`src/gpio_mux_pkg.sv`:
```
package gpio_mux_pkg;

  // Pin count and source counts
  localparam int unsigned NUM_PINS    = 16;
  localparam int unsigned NUM_MON     = 4;
  localparam int unsigned NUM_LOOP    = 2;
  localparam int unsigned NUM_OUTCLK  = 12;
  localparam int unsigned NUM_NCO     = 6;
  localparam int unsigned NUM_STAGE   = 2;
  localparam int unsigned ALERT_SRCS  = 16;

  // Mode codes held in the per-pin mode field
  localparam logic [3:0] MODE_GP_IN     = 4'h0;
  localparam logic [3:0] MODE_GP_OUT    = 4'h1;
  localparam logic [3:0] MODE_SIG_ABS   = 4'h2;
  localparam logic [3:0] MODE_LOCK_LIVE = 4'h3;
  localparam logic [3:0] MODE_LOCK_LAT  = 4'h4;
  localparam logic [3:0] MODE_HOLD_LIVE = 4'h5;
  localparam logic [3:0] MODE_HOLD_LAT  = 4'h6;
  localparam logic [3:0] MODE_ALERT     = 4'h7;
  localparam logic [3:0] MODE_OUT_DIS   = 4'h8;
  localparam logic [3:0] MODE_SE_CLK    = 4'h9;
  localparam logic [3:0] MODE_MAN_SEL   = 4'hA;
  localparam logic [3:0] MODE_NCO_INC   = 4'hB;
  localparam logic [3:0] MODE_NCO_DEC   = 4'hC;
  localparam logic [3:0] MODE_DISQUAL   = 4'hD;

  // Register map: global registers, then one block of words per pin
  localparam logic [11:0] ADDR_GLOBAL    = 12'h000;
  localparam logic [11:0] ADDR_PIN_IN    = 12'h004;
  localparam logic [11:0] ADDR_PIN_OUT   = 12'h008;
  localparam logic [11:0] ADDR_STICKY    = 12'h00C;
  localparam logic [11:0] ADDR_ALERT_EN  = 12'h010;
  localparam logic [11:0] ADDR_STAGE_SE  = 12'h014;
  localparam logic [11:0] ADDR_LIVE      = 12'h018;
  localparam logic [11:0] ADDR_PIN_BASE  = 12'h100;
  localparam int unsigned PIN_STRIDE_LOG = 4;
  localparam logic [1:0]  PIN_CFG_WORD   = 2'h0;
  localparam logic [1:0]  PIN_OUTSEL_WORD = 2'h1;

  // Global register fields
  localparam int unsigned GLB_SUPPLY_LSB = 0;
  localparam logic [1:0]  SUPPLY_1V8     = 2'h1;
  localparam int unsigned GLB_ALARM_EN   = 4;

  // Per-pin configuration word fields
  localparam int unsigned CFG_MODE_LSB   = 0;
  localparam int unsigned CFG_SRC_LSB    = 4;
  localparam int unsigned CFG_ENABLE     = 8;
  localparam int unsigned CFG_INVERT     = 9;
  localparam int unsigned CFG_OPEN_DRAIN = 10;
  localparam int unsigned CFG_PULL_DOWN  = 11;
  localparam int unsigned CFG_REJECTED   = 12;

  // Reset values
  localparam logic [31:0] CFG_RESET      = 32'h0000_0100;
  localparam logic [31:0] GLOBAL_RESET   = 32'h0000_0011;

  // Sticky bit positions: lock then holdover per loop
  localparam int unsigned STK_LOCK_LSB   = 0;
  localparam int unsigned STK_HOLD_LSB   = 2;

endpackage

```
`src/gpio_mode_function_mux.sv`:
```
// Decided for this implementation: the register addresses and the APB interface to the registers.
`timescale 1ns/1ps
// Summary of operation
// - Programmed pin modes act only once the reset sequence has finished.
// - General input mirrors the synchronised pin into a readable register; default mode.
// - General output drives the pin from a host-written register bit.
// - Pins with identical alarm settings present identical output values.
// - Signal-absent mode drives high on the selected monitor alarm, invertible.
// - Signal-absent output follows the monitor live, never latched.
// - Live lock mode drives high whenever the chosen loop is unlocked.
// - Latched lock mode asserts when the loop enters or leaves lock.
// - Latched indications hold until the host clears them; polarity invertible.
// - Live holdover mode drives high while the chosen loop is in holdover.
// - Latched holdover mode asserts when the loop enters or leaves holdover.
// - Alert mode drives the OR of enabled sticky bits, active high, invertible.
// - Output-disable mode: high pin disables chosen output clocks, low enables.
// - Each disable pin acts on any chosen subset of output clocks.
// - Single-ended clock mode is refused on stages already fed by two references.
// - Manual select: asserted pin picks higher-priority input, else lower.
// - Step modes: each rising edge makes one increment or decrement pulse.
// - Disqualify mode: high pin disqualifies the preconfigured reference.
// - Per-pin enable; output modes choose open-drain or push-pull drive.
// - Each pin selects pull-up, the reset default, or pull-down.
// - A sticky bit sets on any live change and holds until cleared.
module gpio_mode_function_mux (
  input  wire logic                                     clk_sys,
  input  wire logic                                     reset,
  input  wire logic                                     init_done,
  input  wire logic                                     psel,
  input  wire logic                                     penable,
  input  wire logic                                     pwrite,
  input  wire logic [11:0]                              paddr,
  input  wire logic [31:0]                              pwdata,
  output logic      [31:0]                              prdata,
  output logic                                          pready,
  output logic                                          pslverr,
  input  wire logic [gpio_mux_pkg::NUM_PINS-1:0]        pin_i,
  output logic      [gpio_mux_pkg::NUM_PINS-1:0]        pin_o,
  output logic      [gpio_mux_pkg::NUM_PINS-1:0]        pin_oe,
  output logic      [gpio_mux_pkg::NUM_PINS-1:0]        pin_pull_up,
  output logic      [gpio_mux_pkg::NUM_PINS-1:0]        pin_pull_down,
  input  wire logic [gpio_mux_pkg::NUM_MON-1:0]         signal_absent,
  input  wire logic [gpio_mux_pkg::NUM_LOOP-1:0]        digital_lock_loop_locked,
  input  wire logic                                     analog_lock_loop_locked,
  input  wire logic [gpio_mux_pkg::NUM_LOOP-1:0]        digital_lock_loop_holdover,
  input  wire logic [gpio_mux_pkg::NUM_STAGE-1:0]       stage_two_se_refs,
  output logic      [gpio_mux_pkg::NUM_OUTCLK-1:0]      outclk_disable,
  output logic      [gpio_mux_pkg::NUM_STAGE-1:0]       se_clk_accept,
  output logic      [gpio_mux_pkg::NUM_LOOP-1:0]        ref_sel_high,
  output logic      [gpio_mux_pkg::NUM_NCO-1:0]         numeric_oscillator_inc,
  output logic      [gpio_mux_pkg::NUM_NCO-1:0]         numeric_oscillator_dec,
  output logic      [gpio_mux_pkg::NUM_LOOP-1:0]        ref_disqualify
);

  localparam int unsigned NP = gpio_mux_pkg::NUM_PINS;
  localparam int unsigned NL = gpio_mux_pkg::NUM_LOOP;

  typedef enum logic [1:0] {
    BUS_IDLE   = 2'b01,
    BUS_ACCESS = 2'b10
  } bus_state_e;

  bus_state_e        bus_q;
  logic [31:0]       global_q;
  logic [NP-1:0]     out_val_q;
  logic [NP-1:0]     in_mirror_q;
  logic [31:0]       cfg_q    [NP];
  logic [NP-1:0]     outsel_q [NP];
  logic [15:0]       alert_en_q;
  logic [3:0]        sticky_q;
  logic [3:0]        live_prev_q;
  logic              active_q;
  logic [NP-1:0]     pin_lvl;
  logic [NP-1:0]     pin_rise;
  logic [3:0]        live_alarm;
  logic [3:0]        sticky_clr;
  logic              alert_or;
  logic              wr_en;
  logic              rd_en;
  logic              pin_hit;
  logic [3:0]        pin_idx;
  logic [1:0]        pin_word;
  logic [11:0]       outclk_dis_d;

  // Synchroniser per pin; step modes use the edge pulse
  genvar g;
  generate
    for (g = 0; g < NP; g++) begin : g_sync
      gpio_pin_sync u_sync (
        .clk_sys    (clk_sys),
        .reset      (reset),
        .pin_in     (pin_i[g]),
        .level_q    (pin_lvl[g]),
        .rise_pulse (pin_rise[g])
      );
    end
  endgenerate

  // Modes stay inert until the reset sequence reports done
  always_ff @(posedge clk_sys) begin
    if (reset) begin
      active_q <= 1'b0;
    end else if (init_done) begin
      active_q <= 1'b1;
    end
  end

  // Live alarms: lock loss needs both loops' lock, holdover from the loop
  always_comb begin
    for (int i = 0; i < NL; i++) begin
      live_alarm[gpio_mux_pkg::STK_LOCK_LSB + i] =
        ~(digital_lock_loop_locked[i] & analog_lock_loop_locked);
      live_alarm[gpio_mux_pkg::STK_HOLD_LSB + i] = digital_lock_loop_holdover[i];
    end
  end

  // Disable set is built in one pass so several pins can share clocks
  always_comb begin
    outclk_dis_d = '0;
    for (int p = 0; p < NP; p++) begin
      if (cfg_q[p][gpio_mux_pkg::CFG_MODE_LSB +: 4] == gpio_mux_pkg::MODE_OUT_DIS &&
          cfg_q[p][gpio_mux_pkg::CFG_ENABLE] && active_q && pin_lvl[p]) begin
        outclk_dis_d = outclk_dis_d | outsel_q[p][11:0];
      end
    end
  end

  // APB decode; single wait-free access phase
  assign pin_hit  = (paddr[11:8] == gpio_mux_pkg::ADDR_PIN_BASE[11:8]); // All sixteen pin blocks
  assign pin_idx  = paddr[gpio_mux_pkg::PIN_STRIDE_LOG +: 4];
  assign pin_word = paddr[3:2];
  assign wr_en    = psel & penable & pwrite & (bus_q == BUS_ACCESS);
  assign rd_en    = psel & ~penable & ~pwrite;
  assign pready   = 1'b1;

  always_ff @(posedge clk_sys) begin
    if (reset) begin
      bus_q <= BUS_IDLE;
    end else begin
      unique case (bus_q)
        BUS_IDLE:   bus_q <= (psel && !penable) ? BUS_ACCESS : BUS_IDLE;
        BUS_ACCESS: bus_q <= BUS_IDLE;
      endcase
    end
  end

  // Unmapped addresses answer with an error on the access phase
  always_comb begin
    pslverr = 1'b0;
    if (psel && penable) begin
      unique case (paddr)
        gpio_mux_pkg::ADDR_GLOBAL, gpio_mux_pkg::ADDR_PIN_IN, gpio_mux_pkg::ADDR_PIN_OUT,
        gpio_mux_pkg::ADDR_STICKY, gpio_mux_pkg::ADDR_ALERT_EN, gpio_mux_pkg::ADDR_STAGE_SE,
        gpio_mux_pkg::ADDR_LIVE: pslverr = 1'b0;
        default: pslverr = !(pin_hit && pin_word[1] == 1'b0);
      endcase
    end
  end

  // Sticky clears are write-one-to-clear pulses
  assign sticky_clr = (wr_en && paddr == gpio_mux_pkg::ADDR_STICKY) ? pwdata[3:0] : 4'h0;

  // Global, output value and alert-enable registers
  always_ff @(posedge clk_sys) begin
    if (reset) begin
      global_q   <= gpio_mux_pkg::GLOBAL_RESET;
      out_val_q  <= '0;
      alert_en_q <= '0;
    end else if (wr_en) begin
      if (paddr == gpio_mux_pkg::ADDR_GLOBAL) global_q <= pwdata;
      if (paddr == gpio_mux_pkg::ADDR_PIN_OUT) out_val_q <= pwdata[NP-1:0];
      if (paddr == gpio_mux_pkg::ADDR_ALERT_EN) alert_en_q <= pwdata[15:0];
    end
  end

  // Per-pin configuration; single-ended clock requests are checked here
  always_ff @(posedge clk_sys) begin
    if (reset) begin
      for (int p = 0; p < NP; p++) begin
        cfg_q[p]    <= gpio_mux_pkg::CFG_RESET;
        outsel_q[p] <= '0;
      end
    end else if (wr_en && pin_hit) begin
      if (pin_word == gpio_mux_pkg::PIN_CFG_WORD) begin
        cfg_q[pin_idx] <= pwdata;
        // Refused mode falls back to general input and flags the refusal
        if (pwdata[gpio_mux_pkg::CFG_MODE_LSB +: 4] == gpio_mux_pkg::MODE_SE_CLK &&
            stage_two_se_refs[pwdata[gpio_mux_pkg::CFG_SRC_LSB]]) begin
          cfg_q[pin_idx][gpio_mux_pkg::CFG_MODE_LSB +: 4] <= gpio_mux_pkg::MODE_GP_IN;
          cfg_q[pin_idx][gpio_mux_pkg::CFG_REJECTED]      <= 1'b1;
        end else begin
          cfg_q[pin_idx][gpio_mux_pkg::CFG_REJECTED] <= 1'b0;
        end
      end else if (pin_word == gpio_mux_pkg::PIN_OUTSEL_WORD) begin
        outsel_q[pin_idx] <= pwdata[NP-1:0];
      end
    end
  end

  // Input mirror register for software reads
  always_ff @(posedge clk_sys) begin
    if (reset) begin
      in_mirror_q <= '0;
    end else begin
      in_mirror_q <= pin_lvl;
    end
  end

  // Sticky bits: set on any live edge, set wins over a same-cycle clear
  always_ff @(posedge clk_sys) begin
    if (reset) begin
      sticky_q    <= '0;
      live_prev_q <= live_alarm; // No false change on leaving reset
    end else begin
      live_prev_q <= live_alarm;
      sticky_q    <= (sticky_q & ~sticky_clr) | (live_alarm ^ live_prev_q);
    end
  end

  // Alert is gated by the global alarm enable
  assign alert_or = global_q[gpio_mux_pkg::GLB_ALARM_EN] & |(sticky_q & alert_en_q[3:0]);

  // Register read data
  always_ff @(posedge clk_sys) begin
    if (reset) begin
      prdata <= '0;
    end else if (rd_en) begin
      prdata <= '0;
      unique case (paddr)
        gpio_mux_pkg::ADDR_GLOBAL:   prdata <= global_q;
        gpio_mux_pkg::ADDR_PIN_IN:   prdata[NP-1:0] <= in_mirror_q;
        gpio_mux_pkg::ADDR_PIN_OUT:  prdata[NP-1:0] <= out_val_q;
        gpio_mux_pkg::ADDR_STICKY:   prdata[3:0] <= sticky_q;
        gpio_mux_pkg::ADDR_ALERT_EN: prdata[15:0] <= alert_en_q;
        gpio_mux_pkg::ADDR_LIVE:     prdata[3:0] <= live_alarm;
        default: begin
          if (pin_hit && pin_word == gpio_mux_pkg::PIN_CFG_WORD) prdata <= cfg_q[pin_idx];
          else if (pin_hit && pin_word == gpio_mux_pkg::PIN_OUTSEL_WORD) prdata[NP-1:0] <= outsel_q[pin_idx];
        end
      endcase
    end
  end

  // Per-pin output mux and control fan-out; registered so all pins line up
  always_ff @(posedge clk_sys) begin
    if (reset) begin
      pin_o                  <= '0;
      pin_oe                 <= '0;
      pin_pull_up            <= '1;
      pin_pull_down          <= '0;
      outclk_disable         <= '0;
      se_clk_accept          <= '0;
      ref_sel_high           <= '0;
      numeric_oscillator_inc <= '0;
      numeric_oscillator_dec <= '0;
      ref_disqualify         <= '0;
    end else begin
      outclk_disable         <= outclk_dis_d;
      se_clk_accept          <= '0;
      ref_sel_high           <= '0;
      numeric_oscillator_inc <= '0;
      numeric_oscillator_dec <= '0;
      ref_disqualify         <= '0;
      for (int p = 0; p < NP; p++) begin
        logic [3:0] mode;
        logic [3:0] src;
        logic       en;
        logic       inv;
        logic       drives;
        logic       val;
        mode   = cfg_q[p][gpio_mux_pkg::CFG_MODE_LSB +: 4];
        src    = cfg_q[p][gpio_mux_pkg::CFG_SRC_LSB +: 4];
        en     = cfg_q[p][gpio_mux_pkg::CFG_ENABLE] & active_q;
        inv    = cfg_q[p][gpio_mux_pkg::CFG_INVERT];
        drives = 1'b1;
        val    = 1'b0;
        unique case (mode)
          gpio_mux_pkg::MODE_GP_OUT:    val = out_val_q[p];
          gpio_mux_pkg::MODE_SIG_ABS:   val = signal_absent[src[1:0]] ^ inv;
          gpio_mux_pkg::MODE_LOCK_LIVE: val = live_alarm[gpio_mux_pkg::STK_LOCK_LSB + src[0]] ^ inv;
          gpio_mux_pkg::MODE_LOCK_LAT:  val = sticky_q[gpio_mux_pkg::STK_LOCK_LSB + src[0]] ^ inv;
          gpio_mux_pkg::MODE_HOLD_LIVE: val = live_alarm[gpio_mux_pkg::STK_HOLD_LSB + src[0]] ^ inv;
          gpio_mux_pkg::MODE_HOLD_LAT:  val = sticky_q[gpio_mux_pkg::STK_HOLD_LSB + src[0]] ^ inv;
          gpio_mux_pkg::MODE_ALERT:     val = alert_or ^ inv;
          default:                      drives = 1'b0;
        endcase
        // Input-mode functions only act on enabled pins
        if (en) begin
          unique case (mode)
            gpio_mux_pkg::MODE_SE_CLK:  se_clk_accept[src[0]] <= 1'b1;
            gpio_mux_pkg::MODE_MAN_SEL: ref_sel_high[src[0]] <= pin_lvl[p];
            gpio_mux_pkg::MODE_NCO_INC: if (pin_rise[p] && src < 4'h6) numeric_oscillator_inc[src[2:0]] <= 1'b1;
            gpio_mux_pkg::MODE_NCO_DEC: if (pin_rise[p] && src < 4'h6) numeric_oscillator_dec[src[2:0]] <= 1'b1;
            gpio_mux_pkg::MODE_DISQUAL: if (pin_lvl[p]) ref_disqualify[src[0]] <= 1'b1;
            default: ;
          endcase
        end
        // Open drain drives only the low level
        if (cfg_q[p][gpio_mux_pkg::CFG_OPEN_DRAIN]) begin
          pin_o[p]  <= 1'b0;
          pin_oe[p] <= en & drives & ~val;
        end else begin
          pin_o[p]  <= val;
          pin_oe[p] <= en & drives;
        end
        pin_pull_up[p]   <= ~cfg_q[p][gpio_mux_pkg::CFG_PULL_DOWN];
        pin_pull_down[p] <= cfg_q[p][gpio_mux_pkg::CFG_PULL_DOWN];
      end
    end
  end

endmodule

```
`src/gpio_pin_sync.sv`:
```
`timescale 1ns/1ps
// Two-stage synchroniser plus rising-edge detector for one pin
module gpio_pin_sync (
  input  wire logic clk_sys,
  input  wire logic reset,
  input  wire logic pin_in,
  output logic      level_q,
  output logic      rise_pulse
);

  logic meta_q;
  logic prev_q;

  // First stage is read only by the second stage
  always_ff @(posedge clk_sys) begin
    if (reset) begin
      // Start at the pulled-up idle level so leaving reset is never seen as a rise
      meta_q  <= 1'b1;
      level_q <= 1'b1;
      prev_q  <= 1'b1;
    end else begin
      meta_q  <= pin_in;
      level_q <= meta_q;
      prev_q  <= level_q;
    end
  end

  // One pulse per rising edge of the settled level
  assign rise_pulse = level_q & ~prev_q;

endmodule

```
`config.mk`:
```
export PLATFORM = sky130hd
export DESIGN_NAME = gpio_mode_function_mux
export DESIGN_NICKNAME = d
export VERILOG_FILES = /design/src/gpio_mux_pkg.sv /design/src/gpio_mode_function_mux.sv /design/src/gpio_pin_sync.sv
export SDC_FILE = /design/constraint.sdc
export NUM_CORES = 2
export LEC_CHECK = 0
export CAP_MARGIN = 20
export CORE_MARGIN = 4
export CORE_UTILIZATION = 50
export CTS_BUF_LIST = sky130_fd_sc_hd__clkbuf_4
export DETAILED_ROUTE_END_ITERATION = 8
export DONT_BUFFER_PORTS = 1
export PLACE_DENSITY = 0.68
export SYNTH_ARGS = -nofsm -noshare
export SYNTH_HDL_FRONTEND = slang
export SYNTH_SLANG_ARGS = --single-unit
```
`constraint.sdc`:
```
create_clock -name clk_sys -period 2.8 [get_ports clk_sys]
set_clock_uncertainty 0.05 [all_clocks]
set_input_delay 0.42 -clock clk_sys [delete_from_list [all_inputs] [get_ports clk_sys]]
set_output_delay 0.42 -clock clk_sys [all_outputs]
set_load 0.01 [all_outputs]
```
## Word-level counts from Yosys, hierarchy flattened

Memory sizes are Yosys's and may differ from the RTL's.
Cells that the tools add are included.

- Flip-flop bits (word level): 265
- Bits in writable memories: 768
- Bits of input ports: 77
- Output and inout bits: 128
- Logic and storage cells: 1562
- Memories kept: 2

- $add $sub $neg: 16
- Magnitude comparators: 129
- Eq/ne operators: 219
- Mux-type cells: 660
- Bitwise operators: 305
- Reductions and logical operators: 149

Memory list:

| memory | depth | bits a word | read ports | clocked after Yosys merged registers in | write ports | line | text |
|---|---|---|---|---|---|---|---|
| cfg_q | 16 | 32 | 17 | 0 | 16 | gpio_mode_function_mux.sv:67 | `logic [31:0] cfg_q [NP];` |
| outsel_q | 16 | 16 | 17 | 0 | 16 | gpio_mode_function_mux.sv:68 | `logic [NP-1:0] outsel_q [NP];` |

Operators by type and width:

| operator | number |
|---|---|
| 2-to-1 mux 6 bit | 125 |
| equality test 4 bit (second input constant) | 97 |
| 2-to-1 mux 2 bit | 158 |
| equality test 4 x 3 -> 1 bit (second input constant) | 64 |
| 2-to-1 mux 1 bit | 236 |
| 2-to-1 mux 12 bit | 16 |
| OR 12 bit | 15 |
| OR 6 bit | 30 |
| equality test 4 x 2 -> 1 bit (second input constant) | 32 |
| OR reduction 7 bit | 17 |
| case mux 1 bit (7 select lines) | 16 |
| logical AND 1 bit | 104 |
| binary-select mux 1 bit (select 2 bit) | 48 |
| bitwise XOR 1 bit | 96 |
| bitwise AND 1 bit | 72 |
| equality test 4 x 1 -> 1 bit (second input constant) | 17 |
| less-than comparator 3 x 4 -> 1 bit (second input constant) | 16 |
| less-than comparator 4 x 3 -> 1 bit (second input constant) | 16 |
| 2-to-1 mux 16 bit | 4 |
| OR 2 bit | 30 |
| case mux 12 bit (5 select lines) | 1 |
| inverter 1 bit | 53 |
| adder 2 x 1 -> 3 bit (first input constant) | 16 |
| demux 1 bit (select 3 bit) | 16 |
| 34 further kinds | 183 |

## Depth between registers and ports, before layout

An unclocked memory read counts as a cell.

- Word-level depth: 83
- Depth in mapped cells: 10
- Gate-level depth less buffers: 7

## By module

A second synthesis with hierarchy kept.

- Cells, all modules: 4431
- Area total of the unflattened synthesis: 52537.9 um2

By module, submodules not included:

| module | times used | cells an instance | area an instance (um2) | sequential area each (um2) |
|---|---|---|---|---|
| gpio_mode_function_mux | 1 | 4319 | 51176.6 | 27406.3 |
| gpio_pin_sync | 16 | 7 | 85.1 | 60.1 |

## Worst setup path after synthesis

No wires, ideal clock.

- Kind: input to register
- Start point: input paddr[9]
- End point: memory cfg_q[2][10] (enable)
- Setup time: 388 ps
- Data arrival time: 2592 ps
- Required time: 2362 ps
- Slack: -230 ps
- Cell stages on the path: 7
- Path buffers: 1
- Cells stage by stage: or4b_4 nor3_4 nand2_1 nor2_2 buf_2 nand2_1 nand2b_1

RTL lines:

| what | line | text |
|---|---|---|
| start: declaration | gpio_mode_function_mux.sv:32 | `input wire logic [11:0] paddr,` |
| end: declaration | gpio_mode_function_mux.sv:67 |  |

==> impl_metrics.tcl <==
set metrics [dict create \
    synthDistinctLibCells 92 \
    cpMostUsedCell "nand3_1" \
    synth_area_leader_cell "edfxtp_1" \
    vias 44146 \
    clock-sinks 1033 \
    arrival_ns 3.83 \
    crit_buf_inv 1 \
    hpwl_microns 138000 \
    synthMuxAreaShare 0.123 \
    crit_chain "nor2b_1, nand3_1, nand3_1, nor4_1, a31oi_1, dlygate4sd3_1" \
    tightest_slew_ns 1.14 \
    yosys.cell_count.top_type "edfxtp_1" \
    syn_area_sq_um 51800 \
    synth_top_area_share 0.445 \
    place_inst 5652 \
    cp-start-kind "flop" \
    avgSynthCellArea_sq_um 11.9 \
    htreeDepth 5 \
    holdWs_ns 0.0165 \
    finalSetupViolations 1 \
    antenna_left 0 \
    crit_fanout 12 \
    crit_required_ns 3.82 \
    globalplace.congestion 1.10 \
    critPathKind "reg2reg" \
    cpLargestDelayFamily "simple AND/OR/NAND/NOR gates" \
    period_share 1.00 \
    switching_share 0.257 \
    crit_path_max_incr_delay_ns 0.64 \
    synth-simple-area-share 0.206 \
    synthFlopType "edfxtp_1" \
    p_leak_nw 24.1 \
    synthTopCellsByCount "768 x edfxtp_1, 401 x and2_1, 338 x and3_1" \
    multi_input_area_sq_um 21800 \
    drt_iter0_drc 7717 \
    stdcell_count 6568 \
    pwr-share-clk 0.400 \
    intPower_mw 25.8 \
    port_buffers 0 \
    max_slew_margin 0.238 \
    antenna_found_initial 26 \
    fin_util 0.621 \
    ys_warn_count 0 \
    layout_min_cycle_time_ns 2.81 \
    slew_violations 0 \
    routed_wl_microns 216000 \
    hp-class "in2reg" \
    fin_area_sq_um 63500 \
    power_switching_mw 8.95 \
    cts.path.max_buffers 4 \
    die_x_microns 330 \
    synthAdderAreaFrac 0 \
    synth-seq-area-share 0.547 \
    synth-async-reset-ratio 0 \
    seq_area_sq_um 28400 \
    drive_above_1_share 0.249 \
    grt_usage 0.392 \
    status "complete, but fails checks" \
    crit_slowest_cell "dlygate4sd3_1" \
    finalHoldViolCount 0 \
    synth_edf_count 768 \
    die_h_microns 330 \
    syn_to_final_growth_pct 22.5 \
    cts-root-buf "clkbuf_4" \
    placed_cell_area_sq_um 55400 \
    nets 5061 \
    p_seq_frac 0.501 \
    syn-num-nets 4417 \
    core_sq_um 102000 \
    fin_ws_ns -0.0118 \
    grt_pass1_wl_microns 305000 \
    dieArea_sq_um 109000 \
    synth_xor_xnor_area_share 0.00372 \
    worstReg2RegStart "cfg_q[3][1]" \
    power_density_nw_per_um2 547 \
    endpoint_kind "flop" \
    power_frac_comb 0.099 \
    route.detailed.drc 0 \
    reg2reg_slack_ns -0.01 \
    synth_top_family_by_area "simple AND/OR/NAND/NOR gates" \
    initial_core_util 0.507 \
    fmax_ghz 0.356 \
    ys_ff_latch 1033 \
    fillCellCount 7994 \
    yosys-top-cells-area "edfxtp_1 44%, mux4_2 11%, dfxtp_1 10%" \
    worstSetupStartpoint "cfg_q[3][1]" \
    worstHoldStart "digital_lock_loop_locked[0]" \
    violations "negative setup slack" \
    drt-wirelength-per-cell_microns 32.9 \
    vdd_drop_max_v 0.000351 \
    cts_tree "yes" \
    rsz0062_at_grt "no" \
    max-cap-violations 0 \
    synth_compound_area_frac 0.0822 \
    grt_overflow 0 \
    postSynthCellCount 4340 \
    cts.clk_slew.worst_paths_ns 0.07 \
    drt_pass1_iterations 8 \
    vias_per_cell 6.72 \
    grt_max_degree 199 \
    ioPinCount 205 \
    worstSkewPairLatency_ns 1.22 \
    grt_pass1_vias 42773 \
    row_count 117 \
    numCtsBuffers 291 \
]
==> metal layers <==
metal	vias to the layer above	wire, microns	global-route usage
met5	-	69	0
met4	10	15300	0.235
met2	3855	93500	0.575
li1	17890	-	-
met1	21605	76900	0.519
met3	786	30300	0.117
==> worst paths after layout <==
check                                         to  cells past startpoint
worst max-delay path            se_clk_accept[1]                      6
worst min-delay path                   pin_oe[6]                      6
worst max register to register  se_clk_accept[1]                      6
worst min register to register      global_q[30]                      2
==> flip-flops by register name, summed over array words and instances, names as in the netlist, 12 cells and up <==
signal	flops
pin_pull_up	16
prdata	32
pin_o	16
alert_en_q	16
g_sync.u_sync.prev_q	16
cfg_q	512
outsel_q	256
outclk_disable	12
pin_pull_down	16
g_sync.u_sync.meta_q	16
global_q	32
pin_oe	16
g_sync.u_sync.level_q	16
in_mirror_q	16
out_val_q	16
==> per-stage QoR <==
step	total power [mW]	setup slack (ns)	TNS, ns
final	34.8	-0.0118	-0.0118
after CTS	34.6	0.0186	0
after global placement	20.2	-0.261	-0.476
after floorplan	19.3	0.0210	0
after detailed placement	20.2	-0.201	-0.386
after global routing	35.9	0.00206	0
==> what timing repair did <==
action / 4_1_cts / 5_1_grt
gates resized for setup: 7 / 26
gates cloned: 0 / 1
hold buffers: 395 / 0
setup endpoints to repair: 3 / 53
endpoints found under the hold margin: 1801 / 0
pin swaps: 0 / 2
setup buffers: 0 / 11
==> worst reg2reg max path: stages (launching register included) <==
cell and delay [ns]:
edfxtp_1 0.62, nor2b_1 0.57, nand3_1 0.26, nand3_1 0.18, nor4_1 0.07, a31oi_1 0.30
dlygate4sd3_1 0.64
==> placed cells by master, fill, tap and decap left out, types with 30 or more instances in the layout <==
cell type / count
and2_1: 400
o21ai_0: 47
edfxtp_1: 768
nor3_1: 97
or3_1: 35
nand3_1: 69
and3_1: 337
nor4_1: 33
o22ai_1: 40
a22oi_1: 37
a22o_1: 31
clkbuf_4: 439
clkinv_1: 40
buf_12: 67
mux4_2: 252
mux2i_1: 48
nand2b_1: 90
dfxtp_1: 264
inv_1: 67
buf_4: 322
nand2_1: 285
a211oi_1: 30
a21oi_1: 128
nand4_1: 32
or2_2: 73
nor2_1: 208
a221oi_1: 63
nor2b_1: 64
a31oi_1: 40
dlygate4sd3_1: 374
==> area by class of cell <==
class,instances,area share
Sequential cell,1033,0.447
Multi-Input combinational cell,2819,0.344
Timing Repair Buffer,772,0.121
Clock buffer,439,0.0519
Tap cell,1368,0.0270
Clock inverter,58,0.00487
Inverter,67,0.00396
Antenna cell,12,0.000473
==> logic make-up (layout without fill, tap and decap cells) <==
kind of cell,count (synthesis),in the layout
buf+inv,488,1336
mux,318,318
xor+xnor,22,22
flops,1033,1033
compound gates,592,592
simple gates,1886,1886
other cells,1,13
==> power groups by stage <==
stage | Combinational (mW) | Clock, mW | Sequential, mW
2_1_floorplan | 1.84 | 0 | 17.4
3_3_place_gp | 2.47 | 0 | 17.7
3_5_place_dp | 2.49 | 0 | 17.7
4_1_cts | 3.28 | 14.0 | 17.4
5_1_grt | 3.53 | 14.9 | 17.4
6_report | 3.45 | 13.9 | 17.4
(Power assumes the default switching activity.)
